$ cat src/sbgsr_pkg.sv
// Constants and types for the baud generator and soft reset block
`default_nettype none
package sbgsr_pkg;
	// Register byte offsets
	localparam logic [11:0] ADDR_DIVIDER  = 12'h000;
	localparam logic [11:0] ADDR_FRACTION = 12'h004;
	localparam logic [11:0] ADDR_CHANNEL  = 12'h008;
	localparam logic [11:0] ADDR_STATUS   = 12'h00C;
	localparam int          ADDR_W        = 12;
	// Divider control fields
	localparam int DIV_N_LSB    = 0;
	localparam int CLK_SEL_LSB  = 4;
	localparam int FRAC_EN_BIT  = 6;
	localparam int DIV_RSVD_BIT = 7;
	localparam int FRAC_K_LSB   = 0;
	// Channel control fields
	localparam int KEY_LSB      = 0;
	localparam int RX_EN_BIT    = 2;
	localparam int TX_EN_BIT    = 3;
	localparam int UART_BIT     = 4;
	// Status flag positions
	localparam int FLG_TX_EMPTY = 0;
	localparam int FLG_RX_FULL  = 1;
	localparam int FLG_TX_RUN   = 2;
	localparam int FLG_OVERRUN  = 3;
	localparam int FLG_PARITY   = 4;
	localparam int FLG_FRAMING  = 5;
	localparam int FLG_W        = 6;
	// Reset values
	localparam logic [7:0]       DIVIDER_RST  = 8'h00;
	localparam logic [3:0]       FRACTION_RST = 4'h0;
	localparam logic [FLG_W-1:0] FLAGS_RST    = 6'h00;
	// Key codes
	localparam logic [1:0] KEY_ARM  = 2'h2;
	localparam logic [1:0] KEY_FIRE = 2'h1;
	// Clock select codes
	localparam logic [1:0] CLK_DIV1  = 2'h0;
	localparam logic [1:0] CLK_DIV4  = 2'h1;
	localparam logic [1:0] CLK_DIV16 = 2'h2;
	localparam logic [1:0] CLK_DIV64 = 2'h3;
	// Divider counts
	localparam logic [4:0] N_ZERO_CODE = 5'h10;
	localparam logic [4:0] FRAC_WHOLE  = 5'h10;
	localparam logic [5:0] TAP4_MASK   = 6'h03;
	localparam logic [5:0] TAP16_MASK  = 6'h0F;
	localparam logic [5:0] TAP64_MASK  = 6'h3F;

	typedef enum logic {
		KEY_IDLE  = 1'b0,
		KEY_ARMED = 1'b1
	} sbgsr_key_t;
endpackage
`default_nettype wire

$ cat src/sbgsr_baud_if.sv
// Configuration and tick bundle between register file and generator
`timescale 1ns/1ps
`default_nettype none
interface sbgsr_baud_if;
	logic [1:0] clkSel;
	logic [3:0] divN;
	logic       fracEn;
	logic [3:0] fracK;
	logic       baudTick;
	modport ctrl (output clkSel, output divN, output fracEn, output fracK, input baudTick);
	modport gen (input clkSel, input divN, input fracEn, input fracK, output baudTick);
endinterface
`default_nettype wire

$ cat src/sbgsr_baud_gen.sv
// Prescaler taps and N or N + (16-K)/16 divider
`timescale 1ns/1ps
`default_nettype none
module sbgsr_baud_gen (
	input  wire logic   mclk,
	input  wire logic   sys_rst,
	sbgsr_baud_if.gen   cfg
);
	typedef struct packed {
		logic [5:0] presc;
		logic [4:0] cnt;
		logic [3:0] acc;
		logic       tick;
	} sbgsr_gen_t;

	sbgsr_gen_t s_q;
	sbgsr_gen_t s_d;
	logic       tap;
	logic [4:0] nVal;
	logic [4:0] fracInc;
	logic [4:0] accSum;
	logic       stretch;

	////////////////////////////////////////////////////////////////////////////////
	function automatic logic tapPulse(input logic [5:0] p, input logic [1:0] sel);
		logic r;
		r = 1'b1;
		case (sel)
			sbgsr_pkg::CLK_DIV1:  r = 1'b1;
			sbgsr_pkg::CLK_DIV4:  r = ((p & sbgsr_pkg::TAP4_MASK) == sbgsr_pkg::TAP4_MASK);
			sbgsr_pkg::CLK_DIV16: r = ((p & sbgsr_pkg::TAP16_MASK) == sbgsr_pkg::TAP16_MASK);
			default:              r = (p == sbgsr_pkg::TAP64_MASK);
		endcase
		return r;
	endfunction

	always_comb begin
		s_d = s_q;
		s_d.tick = 1'b0;
		s_d.presc = s_q.presc + 6'h01;
		tap = tapPulse(s_q.presc, cfg.clkSel);
		nVal = (cfg.divN == 4'h0) ? sbgsr_pkg::N_ZERO_CODE : {1'b0, cfg.divN};
		fracInc = sbgsr_pkg::FRAC_WHOLE - {1'b0, cfg.fracK};
		accSum = {1'b0, s_q.acc} + fracInc;
		// carry out marks a stretched period
		stretch = cfg.fracEn & accSum[4];
		if (tap) begin
			if (s_q.cnt == 5'h00) begin
				s_d.tick = 1'b1;
				s_d.acc = cfg.fracEn ? accSum[3:0] : 4'h0;
				// reload with N, or N+1 on a stretch
				s_d.cnt = nVal - 5'h01 + {4'h0, stretch};
			end else begin
				s_d.cnt = s_q.cnt - 5'h01;
			end
		end
	end

	always_ff @(posedge mclk or posedge sys_rst) begin
		if (sys_rst) begin
			s_q <= '0;
		end else begin
			s_q <= s_d;
		end
	end

	assign cfg.baudTick = s_q.tick;

	////////////////////////////////////////////////////////////////////////////////
	// Helper logic: taps seen per period and stretches per 16 periods
	logic [5:0] tapsSince;
	logic [5:0] expLen;
	logic [3:0] winCnt;
	logic [4:0] winStretch;
	logic       winClean;
	logic [3:0] winK;
	always_ff @(posedge mclk or posedge sys_rst) begin
		if (sys_rst) begin
			tapsSince <= 6'h00;
			expLen <= 6'h00;
			winCnt <= 4'h0;
			winStretch <= 5'h00;
			winClean <= 1'b0;
			winK <= 4'h0;
		end else begin
			if (tap && s_q.cnt == 5'h00) begin
				tapsSince <= 6'h01;
				expLen <= {1'b0, s_d.cnt} + 6'h01;
				winCnt <= winCnt + 4'h1;
				if (winCnt == 4'hF) begin
					winStretch <= {4'h0, stretch};
					winClean <= cfg.fracEn;
					winK <= cfg.fracK;
				end else begin
					winStretch <= winStretch + {4'h0, stretch};
					winClean <= winClean & cfg.fracEn & (winK == cfg.fracK);
				end
			end else if (tap) begin
				tapsSince <= tapsSince + 6'h01;
			end
		end
	end
endmodule
`default_nettype wire

$ cat src/sbgsr_top.sv
// APB registers, soft reset key and baud generator of one channel
//
// The APB slave port and the register offsets were decided locally.
`timescale 1ns/1ps
`default_nettype none
module sbgsr_top (
	input  wire logic        mclk,
	input  wire logic        sys_rst,
	input  wire logic        psel,
	input  wire logic        penable,
	input  wire logic        pwrite,
	input  wire logic [11:0] paddr,
	input  wire logic [31:0] pwdata,
	input  wire logic [3:0]  pstrb,
	output logic [31:0]      prdata,
	output logic             pready,
	output logic             pslverr,
	input  wire logic [5:0]  channelEvents,
	output logic             channelReset,
	output logic             rxEnable,
	output logic             txEnable,
	output logic             uartMode,
	output logic             baudTick
);
	typedef struct packed {
		logic [7:0]          divider;
		logic [3:0]          fracK;
		sbgsr_pkg::sbgsr_key_t key;
		logic                rxEn;
		logic                txEn;
		logic                uart;
		logic [5:0]          flags;
		logic                rstPulse;
		logic [31:0]         rdata;
	} sbgsr_regs_t;

	sbgsr_regs_t s_q;
	sbgsr_regs_t s_d;
	logic        wrEn;
	logic        wrLow;
	logic [1:0]  keyWr;
	sbgsr_baud_if baudBus ();

	////////////////////////////////////////////////////////////////////////////////
	function automatic logic isMapped(input logic [11:0] a);
		return a == sbgsr_pkg::ADDR_DIVIDER || a == sbgsr_pkg::ADDR_FRACTION
			|| a == sbgsr_pkg::ADDR_CHANNEL || a == sbgsr_pkg::ADDR_STATUS;
	endfunction

	// Key field reads back as zero so a stale key cannot be replayed
	function automatic logic [31:0] regRead(input logic [11:0] a, input sbgsr_regs_t r);
		logic [31:0] v;
		v = 32'h0000_0000;
		case (a)
			sbgsr_pkg::ADDR_DIVIDER:  v[7:0] = r.divider;
			sbgsr_pkg::ADDR_FRACTION: v[3:0] = r.fracK;
			sbgsr_pkg::ADDR_CHANNEL: begin
				v[sbgsr_pkg::RX_EN_BIT] = r.rxEn;
				v[sbgsr_pkg::TX_EN_BIT] = r.txEn;
				v[sbgsr_pkg::UART_BIT] = r.uart;
			end
			sbgsr_pkg::ADDR_STATUS:   v[5:0] = r.flags;
			default:                  v = 32'h0000_0000;
		endcase
		return v;
	endfunction

	assign pready = 1'b1;
	assign pslverr = psel & penable & ~isMapped(paddr);
	assign wrEn = psel & penable & pwrite & isMapped(paddr);
	assign wrLow = wrEn & pstrb[0];
	assign keyWr = pwdata[sbgsr_pkg::KEY_LSB +: 2];

	always_comb begin
		s_d = s_q;
		s_d.rstPulse = 1'b0;
		// Read data latched in setup so the bus sees a flop output
		if (psel && !penable) begin
			s_d.rdata = regRead(paddr, s_q);
		end
		if (wrLow) begin
			case (paddr)
				sbgsr_pkg::ADDR_DIVIDER:  s_d.divider = pwdata[7:0];
				sbgsr_pkg::ADDR_FRACTION: s_d.fracK = pwdata[3:0];
				sbgsr_pkg::ADDR_CHANNEL: begin
					s_d.rxEn = pwdata[sbgsr_pkg::RX_EN_BIT];
					s_d.txEn = pwdata[sbgsr_pkg::TX_EN_BIT];
					s_d.uart = pwdata[sbgsr_pkg::UART_BIT];
					// arm on 10, fire on 01 only when armed
					if (keyWr == sbgsr_pkg::KEY_ARM) begin
						s_d.key = sbgsr_pkg::KEY_ARMED;
					end else if (keyWr == sbgsr_pkg::KEY_FIRE && s_q.key == sbgsr_pkg::KEY_ARMED) begin
						s_d.key = sbgsr_pkg::KEY_IDLE;
						s_d.rstPulse = 1'b1;
					end else begin
						s_d.key = sbgsr_pkg::KEY_IDLE;
					end
				end
				sbgsr_pkg::ADDR_STATUS:   s_d.flags = s_q.flags & ~pwdata[5:0];
				default:                  s_d.key = s_q.key;
			endcase
		end
		// soft reset drops enables and flags
		if (s_d.rstPulse) begin
			s_d.rxEn = 1'b0;
			s_d.txEn = 1'b0;
			s_d.flags = sbgsr_pkg::FLAGS_RST;
		end
		// Late events win over any clear in the same cycle
		s_d.flags = s_d.flags | channelEvents;
	end

	always_ff @(posedge mclk or posedge sys_rst) begin
		if (sys_rst) begin
			s_q <= '{divider: sbgsr_pkg::DIVIDER_RST, fracK: sbgsr_pkg::FRACTION_RST,
				key: sbgsr_pkg::KEY_IDLE, flags: sbgsr_pkg::FLAGS_RST, default: '0};
		end else begin
			s_q <= s_d;
		end
	end

	////////////////////////////////////////////////////////////////////////////////
	// divider fields drive the generator
	assign baudBus.divN = s_q.divider[sbgsr_pkg::DIV_N_LSB +: 4];
	assign baudBus.clkSel = s_q.divider[sbgsr_pkg::CLK_SEL_LSB +: 2];
	assign baudBus.fracEn = s_q.divider[sbgsr_pkg::FRAC_EN_BIT];
	assign baudBus.fracK = s_q.fracK;

	sbgsr_baud_gen u_gen (
		.mclk    (mclk),
		.sys_rst (sys_rst),
		.cfg     (baudBus)
	);

	assign prdata = s_q.rdata;
	// one-cycle pulse restarts tx, rx and FIFO logic
	assign channelReset = s_q.rstPulse;
	assign rxEnable = s_q.rxEn;
	assign txEnable = s_q.txEn;
	assign uartMode = s_q.uart;
	assign baudTick = baudBus.baudTick;

	////////////////////////////////////////////////////////////////////////////////
	// Helper views of the write data for the checks below
	logic [7:0] wrLowByte;
	logic       wrUart;
	logic [5:0] clrMask;
	assign wrLowByte = pwdata[7:0];
	assign wrUart = pwdata[sbgsr_pkg::UART_BIT];
	assign clrMask = pwdata[sbgsr_pkg::FLG_W-1:0] & ~channelEvents;
endmodule
`default_nettype wire

$ cat config.mk
export PLATFORM = sky130hd
export DESIGN_NAME = sbgsr_top
export DESIGN_NICKNAME = d
export VERILOG_FILES = /design/src/sbgsr_pkg.sv /design/src/sbgsr_baud_if.sv /design/src/sbgsr_baud_gen.sv /design/src/sbgsr_top.sv
export SDC_FILE = /design/constraint.sdc
export NUM_CORES = 1
export LEC_CHECK = 0
export ABC_CLOCK_PERIOD_IN_PS = 5100
export BUFFER_PORTS_ARGS = -buffer_cell sky130_fd_sc_hd__buf_4
export CAP_MARGIN = 0
export CORE_AREA = 4 4 99 92
export CTS_CLUSTER_DIAMETER = 120
export DETAILED_ROUTE_END_ITERATION = 12
export DIE_AREA = 0 0 103 96
export PLACE_DENSITY = 0.65
export SYNTH_ARGS = -nofsm -noshare
export SYNTH_HDL_FRONTEND = slang
export SYNTH_HIERARCHICAL = 1
export SYNTH_SLANG_ARGS = --single-unit
$ cat constraint.sdc
create_clock -name mclk -period 5.1 [get_ports mclk]
set_clock_uncertainty 0.1 [all_clocks]
set_input_delay 1.02 -clock mclk [delete_from_list [all_inputs] [get_ports mclk]]
set_output_delay 1.02 -clock mclk [all_outputs]
set_load 0.1 [all_outputs]
Word level (Yosys, flattened, before mapping)
Index checks and enable logic that the tools add are counted.
Word-level totals
  bits in registers: 47
  bits of input ports: 59
  output and inout bits: 39
  word-level logic and storage cells: 76
Operators by class
  $add $sub $neg: 6
  equality and inequality tests: 10
  multiplexer cells: 20
  bitwise operators: 10
  reduce and logical (&&, ||, !) cells: 17
Operator list (number)
  12-bit by 4-bit == test with 1-bit output (second input constant): 2
  12-bit by 3-bit == test with 1-bit output (second input constant): 1
  12-bit logical NOT: 1
  6-bit two-way mux: 2
  10-bit two-way mux: 1
  5-bit two-way mux: 2
  2-bit AND reduction: 5
  5-bit by 1-bit subtractor with 5-bit output (second input constant): 2
  2-bit one-hot mux with 4 select lines: 1
  6-bit by 1-bit adder with 6-bit output (second input constant): 1
  1-bit bitwise AND: 6
  6-bit bitwise AND: 1
  2-bit == test (second input constant): 3
  6-bit == test (second input constant): 1
  1-bit two-way mux: 6
  6-bit NOT: 1
  6-bit OR: 1
  1-bit one-hot mux with 3 select lines: 2
  2-bit one-hot mux with 3 select lines: 1
  4-bit by 5-bit adder with 5-bit output: 1
  5-bit by 1-bit adder with 5-bit output: 1
  5-bit logical NOT: 1
  5-bit by 4-bit subtractor with 5-bit output (first input constant): 1
  2-bit by 1-bit == test with 1-bit output (second input constant): 2
  other kinds (12): 17

Logic depth before layout (Yosys ltp)
  depth after elaboration: 9
  mapped depth: 12
  mapped depth without buffers: 12

Modules after synthesis
The synthesis kept the hierarchy.
Modules (own cells, without submodules)
  sbgsr_top: times used 1, cells each 163, area each 1774.2 µm², seq. area each 775.7 µm²
  sbgsr_baud_gen: times used 1, cells each 95, area each 991.0 µm², seq. area each 400.4 µm²

Worst setup path before layout
OpenSTA, ideal clock, no wires.
  path type: input to output
  start: input port paddr[1]
  end: output port pslverr
  data arrival time: 2.608 ns
  slack: 1.372 ns
  stages: 4
  path buffers: 1
  cells stage by stage: or4_1 > buf_4 > or3_1 > and3_1
Between the ends
  word-level cells in the longest chain between the ends: 6
  elaborated cells between the ends (all ways): 9
Ends and longest elaborated chain
  from (decl): line sbgsr_top.sv:12  | input wire logic [11:0] paddr,
  12-bit by 3-bit == test with 1-bit output or 12-bit logical NOT (tied branches): line sbgsr_top.sv:46  | return a == sbgsr_pkg::ADDR_DIVIDER || a == sbgsr_pkg::ADDR_FRACTION
  1-bit logical OR: line sbgsr_top.sv:46
  1-bit logical OR: line sbgsr_top.sv:47  | || a == sbgsr_pkg::ADDR_CHANNEL || a == sbgsr_pkg::ADDR_STATUS;
  1-bit logical OR (*): line sbgsr_top.sv:47
  1-bit NOT (*): line sbgsr_top.sv:69  | assign pslverr = psel & penable & ~isMapped(paddr);
  1-bit bitwise AND (*): line sbgsr_top.sv:69
  to (decl): line sbgsr_top.sv:17  | output logic pslverr,
Mark *: on every way between the ends. The rest lies on a longest branch, timed or not.

Final worst setup path
Ends and elaborated chain as after synthesis.

==> results.md <==
* Final ANT Viol Nets at 0
* Drt wl/cell at 14.0 µm
* Rel. slew slack at 39.9%
* Status: complete, no violations
* Cell taking the most area after synthesis: dfrtp_1
* Synth unique cells at 53
* Via/cell ratio at 4.80
* I/O Buffers at 45
* Initial antenna violation count at 0
* # setup viols final at 0
* Setup TNS at 0 ns
* IO Pins at 98
* Worst Hold End: u_gen/s_q[10]$_DFF_PP0_
* Top post-synthesis cells by area: dfrtp_1 43%, buf_4 9.2%, mux2_2 7.3%
* Critical Path Fanout Max at 8
* Clock transition at path regs at 0.08 ns
* CP arrival at 2.79 ns
* Site row count at 31
* DRC viols at 0
* Reg-to-Reg End: u_gen/s_q[8]$_DFFE_PP0N_
* Grt ovf at 0
* CTS-repair resized insts at 0
* Max Cap Viol at 0
* Initial DRC count at 72
* Initial core utilization at 34.6%
* Most instantiated cells after synthesis: 47 x dfrtp_1, 34 x buf_4, 20 x inv_1, 18 x mux2_2, 16 x nand2_1
* Final Net Count at 361
* RePlAce Congestion at 0.819
* Synth-to-Final Area Change at 12.9%
* CP bufs+invs at 2
* Vias at 1885
* Core area at 7990 µm²
* Worst-margin pin slew at 0.893 ns
* CTS tree: built
* Sink Count at 47
* Drt total wl at 5500 µm
* Post-DP HPWL at 4340 µm
* Seq/Total Area, Yosys at 42.5%
* Die X at 103 µm
* Reg-to-reg setup timing slack at 2.56 ns
* Crit end category: output pin
* Hold/Removal Path Class: reg -> reg
* Final min period at 3.91 ns
* P_leak at 1.49 nW
* Count leader, synth: dfrtp_1
* Yosys warnings at 6
* Syn avg cell area at 10.7 µm²
* CP max-delay cell: or4_1
* Predominant post-synthesis flop cell: dfrtp_1
* Req. time, crit path at 3.98 ns
* 1st-pass router iterations at 4
* Layout cells sized above 1 at 28.6%
* TritonCTS Buffers at 5
* Number of global-route vias before repair at 1840
* Worst hold stages at 1
* PD cells at 269 nW/µm²
* R2R depth at 12
* Pin count of the biggest net entering global routing at 32
* Multi-input gate area at 1300 µm²
* N_diodes at 0
* Total track usage at 11.9%
* Total power at 0.000840 W
* Register area at 1180 µm²
* Setup Fix Bufs, Post-CTS at 0
* HP Start: u_gen/s_q[10]$_DFF_PP0_
* Final hold viol count at 0
* CTS Hold Bufs at 0
* CTS Buffer Depth at 2
* VDD IR max at 0.000116 V
* Type of origin of the critical path: primary input
* H-tree levels at 2
* Post-synthesis cell count at 258
* Fmax at 256 MHz
* Synthesis-stage register bit count at 47
* Kind of cell adding the most delay to the critical path: simple AND/OR/NAND/NOR gates
* Critical setup path kind: in -> out
* Clk root buf: clkbuf_8
* Max incr delay on CP at 0.74 ns
* CP Cell Sequence: buf_4 > or4_1 > or3_1 > and3_1 > buf_4
* Clock latency on the worst-skew pair at 0.29 ns
* EDFF count, synth at 0
* Fillcell total at 803
* Critical R2R Launch: u_gen/s_q[1]$_DFFE_PP0P_
* Fin crit share at 76.6%
* Post-synth top area share at 42.5%
* Async set-or-reset flop fraction in the synthesized netlist at 100%
* Die ar. at 9890 µm²
* First-pass GRT wire length at 9290 µm
* Die H at 96 µm
* CP most frequent cell: buf_4
* RSZ-0062 raised after global routing: no
* Max Slew Vio Count at 0
* Mapped Area at 2770 µm²
==> how the worst max path moves through the flow <==
stage / start / endpoint / depth (start not counted)
2_1_floorplan: paddr[1] / pslverr / 4
3_3_place_gp: paddr[1] / pslverr / 5
3_5_place_dp: paddr[1] / pslverr / 5
4_1_cts: paddr[1] / pslverr / 5
5_1_grt: paddr[1] / pslverr / 5
6_report: paddr[1] / pslverr / 5
==> logic make-up (layout without fill, tap and decap cells) <==
kind of cell,Yosys count,after routing,share of synthesized area [%]
other,2,25,0.272
muxes,27,27,11.5
xor gates and xnor gates,9,9,2.85
DFF,47,47,42.5
and+or+nand+nor,64,64,15.3
buffers and inverters,61,74,13.5
adders and majority gates,9,9,4.34
AOI/OAI and AO/OA,39,39,9.64
==> worst register-to-register path, delay by kind of cell, from the launching register on <==
kind                       cells  cell delay [ns]
AOI/OAI and AO/OA              4             0.60
xor gates and xnor gates       1             0.17
adders and majority gates      3             0.74
buffers and inverters          2             0.13
DFF                            1             0.37
and+or+nand+nor                2             0.32
==> layer usage <==
layer | wire, µm | GRT usage [%]
met5 | 0 | 0
met4 | 20 | 2.59
met2 | 2510 | 16.6
met3 | 280 | 2.75
met1 | 2690 | 18.5
==> stage by stage <==
step	utilization, %	instances	hold WS, ns	worst slack [ns]	instance area (µm²)
6_report	39.1	393	0.367	1.19	3120
5_1_grt	39.1	393	0.405	1.14	3120
4_1_cts	39.1	393	0.376	1.20	3120
3_5_place_dp	37.8	385	0.364	1.21	3020
3_3_place_gp	37.8	385	0.353	1.20	3020
2_1_floorplan	-	281	0.335	1.37	2850
==> power breakdown <==
group | switching [W] | total [W] | internal [W]
Clock | 0.000117 | 0.000241 | 0.000124
Sequential | 0.0000202 | 0.000409 | 0.000388
Combinational | 0.000145 | 0.000191 | 0.0000458
==> final cells by class <==
cell class / count / share of cell area (%)
well taps: 99 / 3.97
multi-input cells: 173 / 41.7
flip-flops and latches: 47 / 37.7
repair buffers: 46 / 11.1
inverters: 20 / 2.40
clock buffers: 8 / 3.21
==> cells in the final DEF, fill, tap and decap left out, types with 3 or more instances in the layout <==
cell and count:
nor4_1 3, clkbuf_8 7, or4_1 4, nor4_4 3, dfrtp_1 47, ha_1 8, mux2_2 18, nor2_1 11
nor3_1 3, a22oi_1 3, inv_1 20, mux2i_1 7, nor2b_1 3, buf_4 46, conb_1 25, nand3_1 3
xnor2_1 7, a22o_1 3, o21ai_0 6, nand2_1 16, and3_1 3, a21oi_1 13
==> sequential cells by signal (all words and copies together), names as in the netlist <==
register and cells:
baudBus.clkSel 2, s_q 8, baudBus.divN 4, baudBus.fracEn 1
rxEnable 1, u_gen/s_q 15, txEnable 1, uartMode 1
u_gen/cfg.baudTick 1, channelReset 1, baudBus.fracK 4, prdata 8
(Power assumes the default switching activity.)
